[src/hdl/flash_ctrl_pkg.sv]
/*
  Constants for the flash program/erase controller: register offsets,
  field positions, reset values, block map, modes and bit-rate figures.
  Assumes a 16-bit register address and a 128-kbyte flash array.
*/
package flash_ctrl_pkg;
  // register offsets (low 16 address bits)
  localparam logic [15:0] RAM_OVERLAY_SELECT_ADDR     = 16'hFEDB;
  localparam logic [15:0] SYSTEM_CONTROL_TWO_ADDR     = 16'hFF42;
  localparam logic [15:0] FLASH_MODE_CONTROL_ADDR     = 16'hFFC8;
  localparam logic [15:0] FLASH_SETUP_STATUS_ADDR     = 16'hFFC9;
  localparam logic [15:0] ERASE_BLOCK_SELECT_ONE_ADDR = 16'hFFCA;
  localparam logic [15:0] ERASE_BLOCK_SELECT_TWO_ADDR = 16'hFFCB;
  // field positions
  localparam int WRITE_ENABLE_PIN_BIT = 7;
  localparam int SOFTWARE_WE_BIT      = 6;
  localparam int ERASE_VERIFY_BIT     = 3;
  localparam int PROGRAM_VERIFY_BIT   = 2;
  localparam int ERASE_BIT            = 1;
  localparam int PROGRAM_BIT          = 0;
  localparam int ERROR_FLAG_BIT       = 7;
  localparam int ERASE_SETUP_BIT      = 1;
  localparam int PROGRAM_SETUP_BIT    = 0;
  localparam int REGISTER_SELECT_BIT  = 3;
  localparam int OVERLAY_ENABLE_BIT   = 3;
  // reset values
  localparam logic [7:0] REG_RESET_VALUE = 8'h00;
  localparam logic [7:0] ERASED_BYTE     = 8'hFF;
  // array geometry
  localparam int PAGE_BYTES  = 32;
  localparam int BLOCK_COUNT = 10;
  localparam int ADDR_WIDTH  = 17;
  localparam logic [16:0] BLOCK_BASE [BLOCK_COUNT] = '{
    17'h00000, 17'h00400, 17'h00800, 17'h00C00, 17'h01000,
    17'h08000, 17'h0C000, 17'h0E000, 17'h10000, 17'h18000};
  // mode pin codes
  localparam logic [1:0] MD_HIGH_WRITER   = 2'h0;
  localparam logic [1:0] MD_HIGH_BOOT     = 2'h1;
  localparam logic [1:0] MD_HIGH_DISABLED = 2'h2;
  // boot-mode bit rates
  localparam int CLK_HZ    = 200000000;
  localparam int BAUD_FAST = 9600;
  localparam int BAUD_SLOW = 4800;
  localparam int PIN_SETTLE_CYCLES = 2;

  typedef enum logic [2:0] {
    op_disabled     = 3'b000,
    op_user         = 3'b001,
    op_user_program = 3'b010,
    op_boot         = 3'b011,
    op_writer       = 3'b100
  } op_mode_type;

  typedef enum logic [1:0] {
    baud_idle    = 2'b00,
    baud_measure = 2'b01,
    baud_locked  = 2'b10
  } baud_state_type;
endpackage

[src/hdl/flash_program_erase_control.sv]
/*
  Flash program/erase controller: control registers, protection,
  reset-start mode selection, page latch, block erase, RAM overlay
  decode and boot-mode bit-rate detection.
  Assumes a single-cycle register port from the CPU, pins arriving
  asynchronously, and an array macro that acts on level commands.
*/
`timescale 1ns/1ps

// Overview of operation
// - programming presents one whole 32-byte page to the array at once
// - erase acts on exactly one selected block; several blocks go serially
// - array is ten erase blocks of 1k x4, 28k, 16k, 8k x2, 32k x2
// - operating mode is taken from mode pins and write-enable pin at reset
// - plain user mode reads flash but refuses program and erase
// - program and erase only in boot, user program and writer modes
// - boot mode erases the whole array to FF, ignoring blocks
// - boot mode detects host bit rate of 9600 or 4800 bps
// - overlay enabled: accesses to selected block go to overlay RAM
// - clearing overlay enable releases the overlay back to flash
// - flash registers decode only while register-select bit is 1
// - flash-disabled modes read flash registers as 00, ignore writes
// - flash register writes ignored while write-enable status bit is 0
// - first control register resets to 80 with pin high, else 00
// - setup and block registers held zero without pin and software enable
// - flash registers are 8-bit, byte access, two states per access
// - low write-enable pin is hardware protection against program/erase
// - hardware, software and error protection each block program/erase/verify
// - program needs software enable, then setup, then program bit
// - fault during program or erase sets error flag, entering error protect
module flash_program_erase_control #(
  parameter int PAGE_BYTES      = flash_ctrl_pkg::PAGE_BYTES,
  parameter int FAST_BIT_CYCLES =
    flash_ctrl_pkg::CLK_HZ / flash_ctrl_pkg::BAUD_FAST,
  parameter int SLOW_BIT_CYCLES =
    flash_ctrl_pkg::CLK_HZ / flash_ctrl_pkg::BAUD_SLOW
) (
  input  wire logic                    sys_clk_i,
  input  wire logic                    reset_n_i,
  input  wire logic [15:0]             reg_addr_i,
  input  wire logic [7:0]              reg_wdata_i,
  input  wire logic                    reg_write_i,
  input  wire logic                    reg_read_i,
  output logic      [7:0]              reg_rdata_o,
  input  wire logic                    flash_write_enable_pin_i,
  input  wire logic                    mode_select_pin_2_i,
  input  wire logic                    mode_select_pin_1_i,
  input  wire logic                    mode_select_pin_0_i,
  input  wire logic                    writer_mode_pin_2_i,
  input  wire logic                    writer_mode_pin_1_i,
  input  wire logic                    writer_mode_pin_0_i,
  input  wire logic                    serial_receive_i,
  output logic                         serial_transmit_o,
  input  wire logic                    flash_wr_i,
  input  wire logic [16:0]             flash_addr_i,
  input  wire logic [7:0]              flash_wdata_i,
  output logic                         overlay_hit_o,
  output logic      [9:0]              overlay_ram_addr_o,
  output logic                         array_program_o,
  output logic                         array_erase_o,
  output logic                         array_erase_all_o,
  output logic                         array_verify_o,
  output logic      [16:0]             array_page_addr_o,
  output logic      [PAGE_BYTES*8-1:0] array_page_data_o,
  output logic      [9:0]              array_block_o,
  output logic      [16:0]             array_erase_base_o,
  input  wire logic                    array_fault_i,
  output logic      [2:0]              op_mode_o,
  output logic      [2:0]              writer_select_o,
  output logic                         baud_locked_o,
  output logic      [15:0]             bit_cycles_o
);
  localparam int PW = $clog2(PAGE_BYTES);
  localparam int NB = flash_ctrl_pkg::BLOCK_COUNT;

  // refuse shapes that the page latch and rate counter cannot serve
  if (PAGE_BYTES < 2 || PAGE_BYTES > 64 || (1 << PW) != PAGE_BYTES ||
      SLOW_BIT_CYCLES > 65535 || FAST_BIT_CYCLES < 4 ||
      SLOW_BIT_CYCLES <= FAST_BIT_CYCLES) begin : g_bad_param
    $error("flash controller parameters out of range");
  end

  logic       rst_meta;
  logic       rst_n;
  logic [7:0] pin_meta;
  logic [7:0] pin_sync;
  logic [1:0] settle_cnt;
  logic       captured;
  flash_ctrl_pkg::op_mode_type op_mode;
  logic [7:0] sys_ctrl_two;
  logic [7:0] overlay_sel;
  logic       software_write_enable;
  logic       ev;
  logic       pv;
  logic       erase_bit;
  logic       prog_bit;
  logic       flash_error_flag;
  logic       erase_setup;
  logic       program_setup;
  logic [7:0] ebr_one;
  logic [1:0] ebr_two;
  logic [7:0] page_mem [PAGE_BYTES];
  flash_ctrl_pkg::baud_state_type baud_state;
  logic [15:0] low_cnt;

  // reset release through two flops; assertion stays asynchronous
  always_ff @(posedge sys_clk_i or negedge reset_n_i) begin
    if (!reset_n_i) begin
      rst_meta <= 1'b0;
      rst_n    <= 1'b0;
    end else begin
      rst_meta <= 1'b1;
      rst_n    <= rst_meta;
    end
  end

  // pins: write enable, mode, writer mode, receive; meta feeds sync only
  always_ff @(posedge sys_clk_i or negedge rst_n) begin
    if (!rst_n) begin
      pin_meta <= 8'h00;
      pin_sync <= 8'h00;
    end else begin
      pin_meta <= {flash_write_enable_pin_i, mode_select_pin_2_i,
                   mode_select_pin_1_i, mode_select_pin_0_i,
                   writer_mode_pin_2_i, writer_mode_pin_1_i,
                   writer_mode_pin_0_i, serial_receive_i};
      pin_sync <= pin_meta;
    end
  end

  wire       flash_write_enable_pin = pin_sync[7];
  wire [2:0] md                     = pin_sync[6:4];
  wire [2:0] pf                     = pin_sync[3:1];
  wire       rx                     = pin_sync[0];
  wire       tr_done                =
    settle_cnt == 2'(flash_ctrl_pkg::PIN_SETTLE_CYCLES);

  // mode pins decode; chosen once after the sync chain has filled
  flash_ctrl_pkg::op_mode_type pin_mode;
  assign pin_mode =
    (md[2:1] == flash_ctrl_pkg::MD_HIGH_DISABLED) ?
      flash_ctrl_pkg::op_disabled :
    (md[2:1] == flash_ctrl_pkg::MD_HIGH_WRITER) ?
      flash_ctrl_pkg::op_writer :
    (md[2:1] == flash_ctrl_pkg::MD_HIGH_BOOT) ?
      (flash_write_enable_pin ? flash_ctrl_pkg::op_boot :
                                flash_ctrl_pkg::op_user) :
      (flash_write_enable_pin ? flash_ctrl_pkg::op_user_program :
                                flash_ctrl_pkg::op_user);

  always_ff @(posedge sys_clk_i or negedge rst_n) begin
    if (!rst_n) begin
      settle_cnt <= 2'h0;
      captured   <= 1'b0;
      op_mode    <= flash_ctrl_pkg::op_disabled;
    end else if (!captured) begin
      settle_cnt <= settle_cnt + 2'h1;
      if (tr_done) begin
        captured <= 1'b1;
        op_mode  <= pin_mode;
      end
    end
  end

  // protection and decode terms
  wire mode_ok  = op_mode == flash_ctrl_pkg::op_boot ||
                  op_mode == flash_ctrl_pkg::op_user_program ||
                  op_mode == flash_ctrl_pkg::op_writer;
  wire hw_prot  = !flash_write_enable_pin;
  wire allowed  = mode_ok && !hw_prot && software_write_enable &&
                  !flash_error_flag;
  wire is_boot  = op_mode == flash_ctrl_pkg::op_boot;
  wire fl_on    = sys_ctrl_two[flash_ctrl_pkg::REGISTER_SELECT_BIT] &&
                  op_mode != flash_ctrl_pkg::op_disabled;
  wire hit_mc1  = fl_on &&
                  reg_addr_i == flash_ctrl_pkg::FLASH_MODE_CONTROL_ADDR;
  wire hit_mc2  = fl_on &&
                  reg_addr_i == flash_ctrl_pkg::FLASH_SETUP_STATUS_ADDR;
  wire hit_eb1  = fl_on &&
                  reg_addr_i == flash_ctrl_pkg::ERASE_BLOCK_SELECT_ONE_ADDR;
  wire hit_eb2  = fl_on &&
                  reg_addr_i == flash_ctrl_pkg::ERASE_BLOCK_SELECT_TWO_ADDR;
  wire hit_sc2  = reg_addr_i == flash_ctrl_pkg::SYSTEM_CONTROL_TWO_ADDR;
  wire hit_ovl  = reg_addr_i == flash_ctrl_pkg::RAM_OVERLAY_SELECT_ADDR;
  wire fl_wr    = reg_write_i && flash_write_enable_pin;
  wire sw_on    = flash_write_enable_pin && software_write_enable;
  wire keep_on  = sw_on;
  wire [9:0] blocks  = {ebr_two, ebr_one};
  wire one_block     = blocks != 10'h000 &&
                       (blocks & (blocks - 10'h001)) == 10'h000;

  // bus-visible register images
  wire [7:0] mc1_val = {flash_write_enable_pin, software_write_enable,
                        2'b00, ev, pv, erase_bit, prog_bit};
  wire [7:0] mc2_val = {flash_error_flag, 5'b00000, erase_setup,
                        program_setup};
  wire [7:0] read_value =
    hit_mc1 ? mc1_val :
    hit_mc2 ? mc2_val :
    hit_eb1 ? ebr_one :
    hit_eb2 ? {6'b000000, ebr_two} :
    hit_sc2 ? sys_ctrl_two :
    hit_ovl ? overlay_sel : flash_ctrl_pkg::REG_RESET_VALUE;

  // byte-wide read data in the cycle after the strobe only
  always_ff @(posedge sys_clk_i or negedge rst_n) begin
    if (!rst_n) reg_rdata_o <= 8'h00;
    else        reg_rdata_o <= reg_read_i ? read_value : 8'h00;
  end

  // plain registers that do not alias the flash block
  always_ff @(posedge sys_clk_i or negedge rst_n) begin
    if (!rst_n) begin
      sys_ctrl_two <= flash_ctrl_pkg::REG_RESET_VALUE;
      overlay_sel  <= flash_ctrl_pkg::REG_RESET_VALUE;
    end else begin
      if (reg_write_i && hit_sc2) sys_ctrl_two <= reg_wdata_i;
      if (reg_write_i && hit_ovl) overlay_sel  <= reg_wdata_i;
    end
  end

  // control bits; each setting condition gates its own write
  always_ff @(posedge sys_clk_i or negedge rst_n) begin
    if (!rst_n) begin
      software_write_enable <= 1'b0;
      ev  <= 1'b0;
      pv  <= 1'b0;
      erase_bit <= 1'b0;
      prog_bit  <= 1'b0;
      erase_setup   <= 1'b0;
      program_setup <= 1'b0;
      ebr_one <= flash_ctrl_pkg::REG_RESET_VALUE;
      ebr_two <= 2'b00;
    end else if (!keep_on) begin
      // without pin and software enable only software enable may be set
      software_write_enable <= fl_wr && hit_mc1 &&
        reg_wdata_i[flash_ctrl_pkg::SOFTWARE_WE_BIT];
      ev  <= 1'b0;
      pv  <= 1'b0;
      erase_bit <= 1'b0;
      prog_bit  <= 1'b0;
      erase_setup   <= 1'b0;
      program_setup <= 1'b0;
      ebr_one <= 8'h00;
      ebr_two <= 2'b00;
    end else begin
      if (fl_wr && hit_mc1) begin
        software_write_enable <=
          reg_wdata_i[flash_ctrl_pkg::SOFTWARE_WE_BIT];
        ev  <= reg_wdata_i[flash_ctrl_pkg::ERASE_VERIFY_BIT];
        pv  <= reg_wdata_i[flash_ctrl_pkg::PROGRAM_VERIFY_BIT];
        erase_bit <= erase_setup &&
                     reg_wdata_i[flash_ctrl_pkg::ERASE_BIT];
        prog_bit  <= program_setup &&
                     reg_wdata_i[flash_ctrl_pkg::PROGRAM_BIT];
      end
      if (fl_wr && hit_mc2) begin
        erase_setup   <= reg_wdata_i[flash_ctrl_pkg::ERASE_SETUP_BIT];
        program_setup <=
          reg_wdata_i[flash_ctrl_pkg::PROGRAM_SETUP_BIT];
      end
      if (fl_wr && hit_eb1) ebr_one <= reg_wdata_i;
      if (fl_wr && hit_eb2) ebr_two <= reg_wdata_i[1:0];
    end
  end

  // error flag: sticky until reset, so no clear can race a fault
  wire op_busy   = array_program_o || array_erase_o || array_erase_all_o;
  wire bad_erase = erase_bit && allowed && !is_boot && !one_block;
  always_ff @(posedge sys_clk_i or negedge rst_n) begin
    if (!rst_n) begin
      flash_error_flag <= 1'b0;
    end else if ((array_fault_i && op_busy) || bad_erase) begin
      flash_error_flag <= 1'b1;
    end
  end

  // page latch collects CPU writes; frozen while a program runs
  wire page_wr = flash_wr_i && software_write_enable && !prog_bit;
  always_ff @(posedge sys_clk_i or negedge rst_n) begin
    if (!rst_n) begin
      for (int i = 0; i < PAGE_BYTES; i++) begin
        page_mem[i] <= flash_ctrl_pkg::ERASED_BYTE;
      end
      array_page_addr_o <= 17'h00000;
    end else if (page_wr) begin
      page_mem[flash_addr_i[PW-1:0]] <= flash_wdata_i;
      array_page_addr_o <= {flash_addr_i[16:PW], PW'(0)};
    end
  end

  // page image and erase base per entry
  logic [16:0] base_acc [NB+1];
  assign base_acc[0] = 17'h00000;
  for (genvar g = 0; g < NB; g++) begin : g_block
    assign base_acc[g+1] = base_acc[g] |
      (blocks[g] ? flash_ctrl_pkg::BLOCK_BASE[g] : 17'h00000);
  end
  for (genvar g = 0; g < PAGE_BYTES; g++) begin : g_page
    assign array_page_data_o[g*8 +: 8] = page_mem[g];
  end

  // array commands: levels, each a flop, all forced off when protected
  always_ff @(posedge sys_clk_i or negedge rst_n) begin
    if (!rst_n) begin
      array_program_o    <= 1'b0;
      array_erase_o      <= 1'b0;
      array_erase_all_o  <= 1'b0;
      array_verify_o     <= 1'b0;
      array_block_o      <= 10'h000;
      array_erase_base_o <= 17'h00000;
    end else begin
      array_program_o   <= prog_bit && allowed;
      array_erase_o     <= erase_bit && allowed && !is_boot &&
                           one_block;
      array_erase_all_o <= erase_bit && allowed && is_boot;
      array_verify_o    <= (ev || pv) && allowed;
      array_block_o     <= blocks;
      array_erase_base_o <= base_acc[NB];
    end
  end

  // overlay redirects accesses to the chosen 1-kbyte block
  assign overlay_hit_o =
    overlay_sel[flash_ctrl_pkg::OVERLAY_ENABLE_BIT] &&
    flash_addr_i[16:10] == {5'b00000, overlay_sel[1:0]};
  assign overlay_ram_addr_o = flash_addr_i[9:0];

  // boot bit rate: width of the first low start bit picks the rate
  localparam int SPLIT_CYCLES = (FAST_BIT_CYCLES + SLOW_BIT_CYCLES) / 2;
  localparam int GLITCH_CYCLES = FAST_BIT_CYCLES / 2;
  always_ff @(posedge sys_clk_i or negedge rst_n) begin
    if (!rst_n) begin
      baud_state   <= flash_ctrl_pkg::baud_idle;
      low_cnt      <= 16'h0000;
      bit_cycles_o <= 16'h0000;
    end else begin
      unique case (baud_state)
        flash_ctrl_pkg::baud_idle: begin
          low_cnt <= 16'h0000;
          if (is_boot && !rx) baud_state <= flash_ctrl_pkg::baud_measure;
        end
        flash_ctrl_pkg::baud_measure: begin
          if (!rx) begin
            if (low_cnt != 16'hFFFF) low_cnt <= low_cnt + 16'h0001;
          end else if (low_cnt < 16'(GLITCH_CYCLES)) begin
            baud_state <= flash_ctrl_pkg::baud_idle;  // too short: noise
          end else begin
            baud_state   <= flash_ctrl_pkg::baud_locked;
            bit_cycles_o <= (low_cnt > 16'(SPLIT_CYCLES)) ?
              16'(SLOW_BIT_CYCLES) : 16'(FAST_BIT_CYCLES);
          end
        end
        flash_ctrl_pkg::baud_locked: begin
          low_cnt <= 16'h0000;
        end
      endcase
    end
  end

  // serial transfer itself lives elsewhere; line idles high here
  assign serial_transmit_o = 1'b1;
  assign baud_locked_o     = baud_state == flash_ctrl_pkg::baud_locked;
  assign op_mode_o         = op_mode;
  always_ff @(posedge sys_clk_i or negedge rst_n) begin
    if (!rst_n) writer_select_o <= 3'b000;
    else writer_select_o <= (op_mode == flash_ctrl_pkg::op_writer) ?
                            pf : 3'b000;
  end
endmodule

[config.mk]
export PLATFORM = sky130hd
export DESIGN_NAME = flash_program_erase_control
export DESIGN_NICKNAME = d
export VERILOG_FILES = /design/src/hdl/flash_ctrl_pkg.sv /design/src/hdl/flash_program_erase_control.sv
export SDC_FILE = /design/constraint.sdc
export NUM_CORES = 1
export LEC_CHECK = 0
export ABC_AREA = 1
export ABC_CLOCK_PERIOD_IN_PS = 15500
export BUFFER_PORTS_ARGS = -buffer_cell sky130_fd_sc_hd__buf_4
export CAP_MARGIN = 20
export CORE_MARGIN = 2
export CORE_UTILIZATION = 49
export DETAILED_ROUTE_END_ITERATION = 10
export PLACE_DENSITY = 0.73
export SLEW_MARGIN = 20
export SYNTH_ARGS = -nofsm -noshare
export SYNTH_HDL_FRONTEND = slang
export SYNTH_SLANG_ARGS = --single-unit
[constraint.sdc]
create_clock -name sys_clk_i -period 15.5 [get_ports sys_clk_i]
set_input_delay 1.55 -clock sys_clk_i [delete_from_list [all_inputs] [get_ports sys_clk_i]]
set_output_delay 1.55 -clock sys_clk_i [all_outputs]
set_load 0.01 [all_outputs]
### Word-level counts from Yosys, hierarchy flattened

Index checks and enable logic that the tools add are counted.

| storage, ports and cells | value |
|---|---|
| memories kept | 0 |
| input bits | 63 |
| register bits after elaboration | 402 |
| latch bits | 0 |
| logic and storage cells | 214 |
| bits in writable memories | 0 |
| ROM bits | 0 |

| cells by class | value |
|---|---|
| divide/modulo/power cells | 0 |
| shift-type cells | 0 |
| add/subtract/negate cells | 3 |
| muxes and demuxes | 53 |
| order comparisons | 4 |
| bitwise operators | 12 |
| multiply operators | 0 |
| reduce and logical (&&, ||, !) cells | 55 |
| eq/ne operators | 24 |

Operator list:

| cell | count |
|---|---|
| $bwmux W256 | 1 |
| $eq A16 B16 Y1 const B | 6 |
| $mux W16 | 6 |
| $mux W8 | 10 |
| $demux W8 S5 | 1 |
| $mux W17 | 2 |
| $logic_and A1 B1 Y1 | 33 |
| $or A16 B16 Y16 | 2 |
| $pmux W16 S2 | 1 |
| $mux W12 | 2 |
| $or A16 B17 Y17 | 1 |
| $or A17 B17 Y17 | 1 |
| $add A16 B1 Y16 const B | 1 |
| $gt A16 B15 Y1 const B | 1 |
| $lt A16 B14 Y1 const B | 1 |
| $mux W1 | 16 |
| $mux W2 | 8 |
| $ne A16 B16 Y1 const B | 1 |
| $or A13 B16 Y16 | 1 |
| $mux W13 | 1 |
| $or A12 B13 Y13 | 1 |
| $or A11 B12 Y12 | 1 |
| $or A12 B12 Y12 | 1 |
| $mux W11 | 1 |
| other kinds (26) | 51 |

### Depth between registers and ports, before layout

Gate-level depths: netlist of run 1.

| logic depth | value |
|---|---|
| depth after elaboration | 10 |
| depth in mapped cells | 13 |
| mapped depth without buffers | 13 |

### Worst setup path before layout of run 1

Ideal clock, no wire load.

| timing path | value |
|---|---|
| kind | input -> output |
| start | input flash_addr_i[12] |
| end | output overlay_hit_o |
| arrival time | 2.216 ns |
| setup slack | 11.734 ns |
| required time | 13.950 ns |
| stages | 3 |
| cells stage by stage | nor4_1 > nand4_1 > a211oi_1 |

| between the ends | value |
|---|---|
| longest elaborated chain between the ends | 2 |

Ends and longest elaborated chain:

| what | RTL line | RTL |
|---|---|---|
| start: declaration | flash_program_erase_control.sv:55 | `input wire logic [16:0] flash_addr_i,` |
| $eq A7 B2 Y1 | flash_program_erase_control.sv:326 | `flash_addr_i[16:10] == {5'b00000, overlay_sel[1:0]};` |
| $logic_and A1 B1 Y1 | flash_program_erase_control.sv:325 | `overlay_sel[flash_ctrl_pkg::OVERLAY_ENABLE_BIT] &&` |
| end: declaration | flash_program_erase_control.sv:57 | `output logic overlay_hit_o,` |

No other way between the ends.

### Worst setup path in the final report of run 1

Ends and elaborated chain as after synthesis.

==> results of run 1 <==
synthesized netlist by cell type (4+ instances only):
cell / count
a21oi_1: 13
buf_2: 4
buf_4: 41
buf_6: 25
clkbuf_1: 33
dfrtp_1: 119
dfstp_2: 256
ha_1: 4
inv_1: 88
nand2_1: 441
nand3_1: 38
nand4_1: 10
nor2_1: 46
nor3_1: 16
nor3_4: 4
nor4_1: 5
o211ai_1: 8
o21ai_0: 302
o22ai_1: 13
o31ai_1: 5
xor2_1: 6
layout make-up:
class                           count  area, um2
Clock buffer                       61       1280
Fill cell                        2445      11000
Timing Repair Buffer              401       3050
Multi-Input combinational cell    958       4430
Inverter                           93        354
Clock inverter                     15        210
Tap cell                          396        495
Sequential cell                   375       9710
logic make-up (layout without fill, tap and decap cells):
kind of cell             Yosys count  in the layout  synth area share
flip-flops                       375            375             0.641
adder cells (fa/ha/maj)            4              4           0.00331
buffers and inverters            196            570            0.0718
AND/OR/NAND/NOR                  578            578             0.160
XOR/XNOR                           7              7           0.00405
AO/OA/AOI/OAI                    347            347             0.120
other                              2             22          0.000496
layer usage:
metal  track usage  up-vias
met5             0        -
met2         0.433      432
met4        0.0855        0
li1              -     5612
met1         0.342     5830
met3        0.0573       78
worst max-delay path, stage by stage:
cell,delay [ns]
buf_4,0.12
nor4_1,0.29
nand4_1,0.12
a211oi_1,0.26
buf_4,0.18
power groups by stage:
stage | clock, mW | sequential, mW | combinational, mW
floorplan | 0 | 1.02 | 0.0417
global placement | 0 | 1.01 | 0.0826
detailed placement | 0 | 1.01 | 0.0843
CTS | 1.06 | 1.00 | 0.0846
global route | 1.10 | 1.00 | 0.0960
finish | 1.04 | 1.00 | 0.0861
registers in the layout (all words and copies together), names as in the netlist, 3 cells and up:
name and flops:
op_mode_o 3, overlay_sel 8, bit_cycles_o 3, pin_sync 7
array_block_o 10, array_page_data_o 256, ebr_one 8, sys_ctrl_two 8
reg_rdata_o 8, pin_meta 7, array_erase_base_o 5, array_page_addr_o 12
writer_select_o 3, low_cnt 16
metrics by stage:
stage / hold WS (ns) / utilization / total power [mW] / setup slack (ns)
final: 0.347 / 0.640 / 2.13 / 11.43
after CTS: 0.348 / 0.638 / 2.15 / 11.43
after detailed placement: 0.337 / 0.589 / 1.10 / 11.43
after floorplan: 0.331 / - / 1.06 / 4.72
after global placement: 0.333 / 0.589 / 1.10 / 11.48
after global routing: 0.351 / 0.640 / 2.20 / 11.35
how the worst min path moves through the flow:
| stage | from | depth (start not counted) | slack [ns] | to |
|---|---|---|---|---|
| 6_report | pin_meta[1] | 0 | 0.35 | pin_sync[1] |
| 5_1_grt | pin_meta[7] | 0 | 0.35 | pin_sync[7] |
| 4_1_cts | pin_meta[2] | 0 | 0.35 | pin_sync[2] |
| 3_5_place_dp | pin_meta[2] | 0 | 0.34 | pin_sync[2] |
| 3_3_place_gp | pin_meta[2] | 0 | 0.33 | pin_sync[2] |
| 2_1_floorplan | pin_meta[0] | 0 | 0.33 | pin_sync[0] |
==> impl_metrics.env, run 1 <==
export IMPL_status="finished clean"
export IMPL_hold_class="reg2reg"
export IMPL_die_x_um=180
export IMPL_async_flop_share=1.00
export IMPL_post_synth_instance_area_um2=15100
export IMPL_ys_ff_latch=375
export IMPL_p_leak_nw=8.84
export IMPL_fin_cells=2299
export IMPL_timing_setup_tns_ns=0
export IMPL_grtUsageTotal=0.261
export IMPL_h_tree_depth=2
export IMPL_rrSetupSlack_ns=13.00
export IMPL_grt_pass1_vias=11700
export IMPL_drv_cap=0
export IMPL_clk_pin_slew_ns=0.05
export IMPL_most_common_layout_cells="nand2_1, buf_4, o21ai_0"
export IMPL_critPathMaxFanout=2
export IMPL_endpoint_kind="output port"
export IMPL_post_cts_buffers=0
export IMPL_slew_headroom=0.445
export IMPL_grt_pass1_wl_um=66900
export IMPL_wl_um=42600
export IMPL_route_met3_wl_um=2840
export IMPL_cts_sinks=375
export IMPL_power_density_nw_per_um2=109
export IMPL_place_inst=2221
export IMPL_drt_wirelength_per_cell_um=18.5
export IMPL_syn_inst=1509
export IMPL_coreArea_um2=30500
export IMPL_setup_worst_path_start_class="primary input"
export IMPL_crit_end="overlay_hit_o"
export IMPL_r2r_start="prog_bit"
export IMPL_grt_max_degree=87
export IMPL_dpl_cell_area_um2=18000
export IMPL_yosys_warnings=0
export IMPL_grt_antenna_before_repair=0
export IMPL_root_buffer="clkbuf_16"
export IMPL_ios=410
export IMPL_port_buffers=387
export IMPL_dpl_hpwl_um=28500
export IMPL_start_util=0.496
export IMPL_drive_gt1_frac=0.394
export IMPL_die_h_um=180
export IMPL_fmax_mhz=246
export IMPL_p_sw_mw=0.462
export IMPL_placementRows=64
export IMPL_ys_flop_type="dfstp_2"
export IMPL_wl_met2_um=20600
export IMPL_ff2ff_path_depth=5
export IMPL_gr_total_overflow=0
export IMPL_drc_errors=0
export IMPL_hold_viol_final=0
export IMPL_numCtsBuffers=41
export IMPL_synthDistinctLibCells=43
export IMPL_drv_slew=0
export IMPL_clock_skew_ns=0.00972
export IMPL_vdd_ir_drop_max_uv=88.2
export IMPL_stdcell_area_um2=19500
export IMPL_clkPwrFrac=0.490
export IMPL_insertion_delay_ns=0.53
export IMPL_pwr_share_comb=0.040
export IMPL_power_share_sequential=0.469
export IMPL_areaGrowthSynthToFinish_pct=29.0
export IMPL_setup_violations=0
export IMPL_die_area_um2=32300
export IMPL_cts_tree="yes"
export IMPL_avgSynthCellArea_um2=10.0
export IMPL_num_antenna_cells=0
export IMPL_synth_edff_count=0
export IMPL_min_period_ns=4.07
export IMPL_place_gp_congestion=0.886
export IMPL_sw_frac_of_total=0.217
export IMPL_clk_path_buf_depth=3
export IMPL_post_cts_resized=0
export IMPL_cp_data_arrival_time_ns=2.52
export IMPL_synth_area_leaders="dfstp_2, dfrtp_1, nand2_1"
export IMPL_highest_layer="met4"
export IMPL_cp_data_required_time_ns=13.95
export IMPL_critical_path_startpoint="flash_addr_i[12]"
export IMPL_p_int_mw=1.67
export IMPL_vias=12000
export IMPL_rr_endpoint="array_page_data_o[220]"
export IMPL_ys_seq_area_frac=0.641
export IMPL_firstDrtPassIters=5
export IMPL_synth_top_cell_by_area="dfstp_2"
export IMPL_antenna_left=0
export IMPL_first_iter_violations=759
export IMPL_synth_top_area_share=0.444
export IMPL_rsz0062_at_grt="false"
export IMPL_viasPerCell=5.20
export IMPL_drt_met1_wl_um=17900
export IMPL_max_slew_worst_pin_slew_ns=0.826
export IMPL_nNetsFinal=1937
export IMPL_cts_hold_buf=0
export IMPL_path_class="in2out"
export IMPL_final_common_cell="nand2_1"
export IMPL_timing_final_crit_share=0.263
Note: power is estimated with default switching activity, not from simulation.
==> inputs of run 2 (changes only) <==
--- a/config.mk
+++ b/config.mk
@@ -6,13 +6,13 @@
 export NUM_CORES = 1
 export LEC_CHECK = 0
 export ABC_AREA = 1
-export ABC_CLOCK_PERIOD_IN_PS = 15500
+export ABC_CLOCK_PERIOD_IN_PS = 3500
 export BUFFER_PORTS_ARGS = -buffer_cell sky130_fd_sc_hd__buf_4
 export CAP_MARGIN = 20
 export CORE_MARGIN = 2
-export CORE_UTILIZATION = 49
+export CORE_UTILIZATION = 47
 export DETAILED_ROUTE_END_ITERATION = 10
-export PLACE_DENSITY = 0.73
+export PLACE_DENSITY = 0.74
 export SLEW_MARGIN = 20
 export SYNTH_ARGS = -nofsm -noshare
 export SYNTH_HDL_FRONTEND = slang
==> constraint.sdc (replaced) <==
create_clock -name sys_clk_i -period 3.5 [get_ports sys_clk_i]
set_input_delay 0.35 -clock sys_clk_i [delete_from_list [all_inputs] [get_ports sys_clk_i]]
set_output_delay 0.35 -clock sys_clk_i [all_outputs]
set_load 0.01 [all_outputs]
==> run 2 against run 1 <==
  * First-iteration DRC count decreased by 1.1%
  * Die area increased by 4.2%
  * Clock skew increased by 0.0048 ns
  * Design area about the same
  * Sequential cell count unchanged
  * Clock-buffer cell count increased by 1
  * Highest routed layer unchanged
  * Largest power group is now registers
  * Worst setup slack got worse by 10 ns
==> impl_metrics.env, run 2 (synthesized netlist as in run 1, its figures left out) <==
export IMPL_setup_violations=0
export IMPL_cts_sinks=375
export IMPL_dpl_cell_area_um2=18100
export IMPL_drv_cap=0
export IMPL_ios=410
export IMPL_path_class="reg2reg"
export IMPL_die_h_um=184
export IMPL_nNetsFinal=1953
export IMPL_viasPerCell=5.17
export IMPL_num_antenna_cells=0
export IMPL_endpoint_kind="register"
export IMPL_largest_register_ffs=256
export IMPL_coreArea_um2=31600
export IMPL_final_common_cell="nand2_1"
export IMPL_grtUsageTotal=0.252
export IMPL_die_x_um=184
export IMPL_cts_tree="yes"
export IMPL_post_cts_buffers=0
export IMPL_grt_pass1_wl_um=66200
export IMPL_insertion_delay_ns=0.51
export IMPL_stdcell_area_um2=19500
export IMPL_max_slew_worst_pin_slew_ns=1.06
export IMPL_cp_data_required_time_ns=3.91
export IMPL_clk_pin_slew_ns=0.06
export IMPL_fill_cells=2609
export IMPL_crit_family="simple AND/OR/NAND/NOR gates"
export IMPL_grt_antenna_before_repair=0
export IMPL_areaGrowthSynthToFinish_pct=29.1
export IMPL_antenna_left=0
export IMPL_start_util=0.479
export IMPL_gr_total_overflow=0
export IMPL_min_period_ns=2.44
export IMPL_min_path_cells=3
export IMPL_firstDrtPassIters=5
export IMPL_rsz0062_at_grt="false"
export IMPL_port_buffers=387
export IMPL_dpl_hpwl_um=30000
export IMPL_vdd_ir_drop_max_uv=360
export IMPL_ff2ff_path_depth=5
export IMPL_vias=12000
export IMPL_worstSetupPathDepth=5
export IMPL_hold_class="in2reg"
export IMPL_clk_path_buf_depth=3
export IMPL_cpMaxStageDelayCell="nor3_4"
export IMPL_path_cells="inv_1, nand3_4, nor3_4, nand2_1, o21ai_0"
export IMPL_drt_wirelength_per_cell_um=18.6
export IMPL_most_common_layout_cells="nand2_1, buf_4, o21ai_0"
export IMPL_slew_headroom=0.287
export IMPL_clock_skew_ns=0.0146
export IMPL_grt_max_degree=67
export IMPL_hold_viol_final=0
export IMPL_grt_pass1_vias=11900
export IMPL_timing_setup_tns_ns=0
export IMPL_cpPeakStageDelay_ns=0.64
export IMPL_p_leak_nw=8.84
export IMPL_power_density_nw_per_um2=462
export IMPL_placementRows=65
export IMPL_path_buf_inv=1
export IMPL_first_iter_violations=751
export IMPL_fmax_mhz=410
export IMPL_die_area_um2=33700
export IMPL_drive_gt1_frac=0.391
export IMPL_rrSetupSlack_ns=1.06
export IMPL_numCtsBuffers=39
export IMPL_drv_slew=0
export IMPL_drc_errors=0
export IMPL_critPathMaxFanout=19
export IMPL_root_buffer="clkbuf_16"
export IMPL_place_gp_congestion=0.879
export IMPL_timing_final_crit_share=0.697
export IMPL_status="finished clean"
export IMPL_wl_um=43000
export IMPL_h_tree_depth=2
export IMPL_cp_data_arrival_time_ns=2.85
export IMPL_setup_worst_path_start_class="register"
==> run 2: cell count changes in the layout (fill, tap and decap cells not counted), sizes merged <==
cell         before  now
buf             401  411
bufinv            5    2
clkbuf           61   62
clkinv           12   11
dlygate4sd3       0    8
inv              90   88
==> run 2: worst min-delay path: stages <==
cell and delay, ns:
buf_4 0.08, nand2_1 0.04, nand2_1 0.05
==> run 2: path summary, 6_finish.rpt <==
check	startpoint	to
min in group asynchronous	reset_n_i	rst_n
max	prog_bit	array_page_data_o[52]
min reg2reg	pin_meta[7]	pin_sync[7]
max reg2reg	prog_bit	array_page_data_o[52]
max in group asynchronous	rst_n	array_page_data_o[72]
min	flash_addr_i[8]	array_page_addr_o[8]
==> run 2: through the flow <==
step	total power, mW	hold WS [ns]	setup slack [ns]	utilization	std cells
CTS	9.11	0.0325	1.02	0.618	2318
global route	9.35	0.0401	0.796	0.618	2318
detailed placement	4.90	0.134	1.04	0.573	2239
finish	9.04	0.0448	1.06	0.618	2318
floorplan	4.70	0.0544	-0.0528	-	1529
global placement	4.88	0.132	1.11	0.573	2239
==> run 2: layout make-up <==
type	instances	area, um2	area share
inverters	93	354	0.0181
repair buffers	419	3230	0.165
multi-input cells	958	4430	0.226
flip-flops and latches	375	9710	0.497
well taps	402	503	0.0257
clock buffers	62	1220	0.0627
clock inverters	9	101	0.00518
==> run 2: routing by layer <==
layer / up-vias / part of all wire / GRT usage
met3: 88 / 0.066 / 0.0515
met1: 5845 / 0.41 / 0.323
met2: 446 / 0.49 / 0.425
li1: 5608 / - / -
met5: - / 0 / 0
met4: 0 / 0.035 / 0.0934
==> run 2: what timing repair did <==
item / 4_1_cts / 5_1_grt
setup endpoints to repair: 0 / 0
hold endpoints to repair: 9 / 0
hold buffers: 8 / 0
resized for setup: 0 / 0
==> run 2: power breakdown <==
part           leakage (nW)  switching [mW]  total, mW  internal (mW)
Clock                 0.654            1.65       4.20           2.55
Combinational          3.95           0.279      0.404          0.125
Sequential             4.24          0.0558       4.43           4.38
Total                  8.84            1.99       9.04           7.05
==> inputs of run 3 (changes only) <==
--- a/config.mk
+++ b/config.mk
@@ -6,7 +6,7 @@
 export NUM_CORES = 1
 export LEC_CHECK = 0
 export ABC_AREA = 1
-export ABC_CLOCK_PERIOD_IN_PS = 3500
+export ABC_CLOCK_PERIOD_IN_PS = 2140
 export BUFFER_PORTS_ARGS = -buffer_cell sky130_fd_sc_hd__buf_4
 export CAP_MARGIN = 20
 export CORE_MARGIN = 2
==> constraint.sdc (replaced) <==
create_clock -name sys_clk_i -period 2.14 [get_ports sys_clk_i]
set_input_delay 0.214 -clock sys_clk_i [delete_from_list [all_inputs] [get_ports sys_clk_i]]
set_output_delay 0.214 -clock sys_clk_i [all_outputs]
set_load 0.01 [all_outputs]
==> run 3 against run 2 <==
  * Global-route usage down 0.22 points
  * First-iteration DRC count up 0.93%
  * Non-clock buffer count up 26
  * Combinational power up 84%
  * Total power up 64%
  * Critical path depth up 1
  * Register-to-register slack worse by 0.81 ns
  * Clock power up 64%
  * Worst setup slack worse by 0.86 ns
==> impl_metrics.env, run 3 (synthesized netlist as in run 1, its figures left out) <==
export IMPL_drv_cap=0
export IMPL_nNetsFinal=1979
export IMPL_slew_headroom=0.618
export IMPL_die_x_um=184
export IMPL_power_density_nw_per_um2=750
export IMPL_die_h_um=184
export IMPL_insertion_delay_ns=0.52
export IMPL_p_leak_nw=8.96
export IMPL_cts_tree="yes"
export IMPL_largest_register_ffs=256
export IMPL_drt_wirelength_per_cell_um=18.2
export IMPL_critPathMaxFanout=2
export IMPL_gr_total_overflow=0
export IMPL_min_period_ns=1.94
export IMPL_grt_max_degree=79
export IMPL_grtUsageTotal=0.250
export IMPL_final_common_cell="nand2_1"
export IMPL_max_slew_worst_pin_slew_ns=0.568
export IMPL_port_buffers=387
export IMPL_place_gp_congestion=0.917
export IMPL_first_iter_violations=758
export IMPL_fin_cells=2345
export IMPL_hold_ws_ns=0.0281
export IMPL_path_class="in2out"
export IMPL_vias=12100
export IMPL_ios=410
export IMPL_grt_antenna_before_repair=1
export IMPL_dpl_hpwl_um=29200
export IMPL_areaGrowthSynthToFinish_pct=30.5
export IMPL_dpl_cell_area_um2=18200
export IMPL_clk_pin_slew_ns=0.06
export IMPL_antenna_left=0
export IMPL_viasPerCell=5.15
export IMPL_setup_worst_path_start_class="primary input"
export IMPL_cp_data_arrival_time_ns=1.73
export IMPL_most_common_layout_cells="nand2_1, buf_4, o21ai_0"
export IMPL_finish_utilization=0.625
export IMPL_drv_slew=0
export IMPL_setup_violations=0
export IMPL_clk_path_buf_depth=3
export IMPL_status="finished clean"
export IMPL_hold_class="in2reg"
export IMPL_wl_um=42800
export IMPL_drc_errors=0
export IMPL_rsz0062_at_grt="false"
export IMPL_start_util=0.479
export IMPL_coreArea_um2=31600
export IMPL_drive_gt1_frac=0.393
export IMPL_cts_sinks=375
export IMPL_layout_setup_ws_ns=0.199
export IMPL_grt_pass1_vias=11700
export IMPL_hold_viol_final=0
export IMPL_grt_pass1_wl_um=65600
export IMPL_root_buffer="clkbuf_16"
export IMPL_cp_data_required_time_ns=1.93
export IMPL_vdd_ir_drop_max_uv=619
export IMPL_placementRows=65
export IMPL_fill_cells=2545
export IMPL_place_inst=2250
export IMPL_die_area_um2=33700
export IMPL_stdcell_area_um2=19800
export IMPL_pre_cts_ws_ns=0.230
export IMPL_endpoint_kind="output port"
export IMPL_timing_final_crit_share=0.907
export IMPL_firstDrtPassIters=5
export IMPL_fmax_mhz=515
export IMPL_multi_input_area_um2=4430
export IMPL_h_tree_depth=2
export IMPL_numCtsBuffers=39
export IMPL_clock_skew_ns=0.00885
export IMPL_seqCellArea_um2=9710
[run 3: timing repair]
action	4_1_cts	5_1_grt
resized for setup	0	0
endpoints found under the hold margin	28	0
hold buffers	23	0
setup buffers	0	0
[run 3: stage by stage]
| step | setup TNS (ns) | power, mW |
|---|---|---|
| CTS | 0 | 15.0 |
| floorplan | -309.40 | 7.69 |
| global route | 0 | 15.4 |
| global placement | 0 | 8.00 |
| finish | 0 | 14.8 |
| detailed placement | 0 | 8.01 |
[run 3: power breakdown]
part / switching [mW] / leakage, nW / total [mW] / internal [mW]
Clock: 2.72 / 0.665 / 6.89 / 4.16
Combinational: 0.515 / 4.06 / 0.744 / 0.229
Sequential: 0.0346 / 4.24 / 7.19 / 7.16
Total: 3.27 / 8.96 / 14.8 / 11.6
[run 3: area by class of cell]
cell class / count / share of cell area
flip-flops and latches: 375 / 0.491
multi-input cells: 958 / 0.224
diodes: 1 / 0.000127
well taps: 402 / 0.0255
repair buffers: 445 / 0.174
clock buffers: 58 / 0.0613
clock inverters: 13 / 0.00614
inverters: 93 / 0.0179
[run 3: per-layer routing]
metal / track usage / wire, um / vias to the layer above
li1: - / - / 5686
met1: 0.319 / 17400 / 5849
met2: 0.431 / 21200 / 441
met3: 0.0477 / 2790 / 91
met4: 0.0810 / 1350 / 0
met5: 0 / 0 / -
[run 3: final timing paths]
| kind | cells past startpoint | end | from | slack, ns |
|---|---|---|---|---|
| setup / recovery | 6 | overlay_hit_o | flash_addr_i[12] | 0.20 |
| hold / removal | 3 | overlay_sel[5] | reg_wdata_i[5] | 0.03 |
| setup reg to reg | 8 | low_cnt[12] | low_cnt[0] | 0.25 |
| hold reg to reg | 0 | pin_meta[0] | rst_n | 0.25 |
| max in group asynchronous | 1 | array_page_data_o[14] | rst_n | 1.12 |
| min in group asynchronous | 2 | rst_n | reset_n_i | 0.05 |
[run 3: worst max-delay path: stages]
cell and delay, ns:
dlygate4sd3_1 0.55, buf_4 0.14, nor4_1 0.34, nand4_1 0.12
a211oi_1 0.20, buf_4 0.16
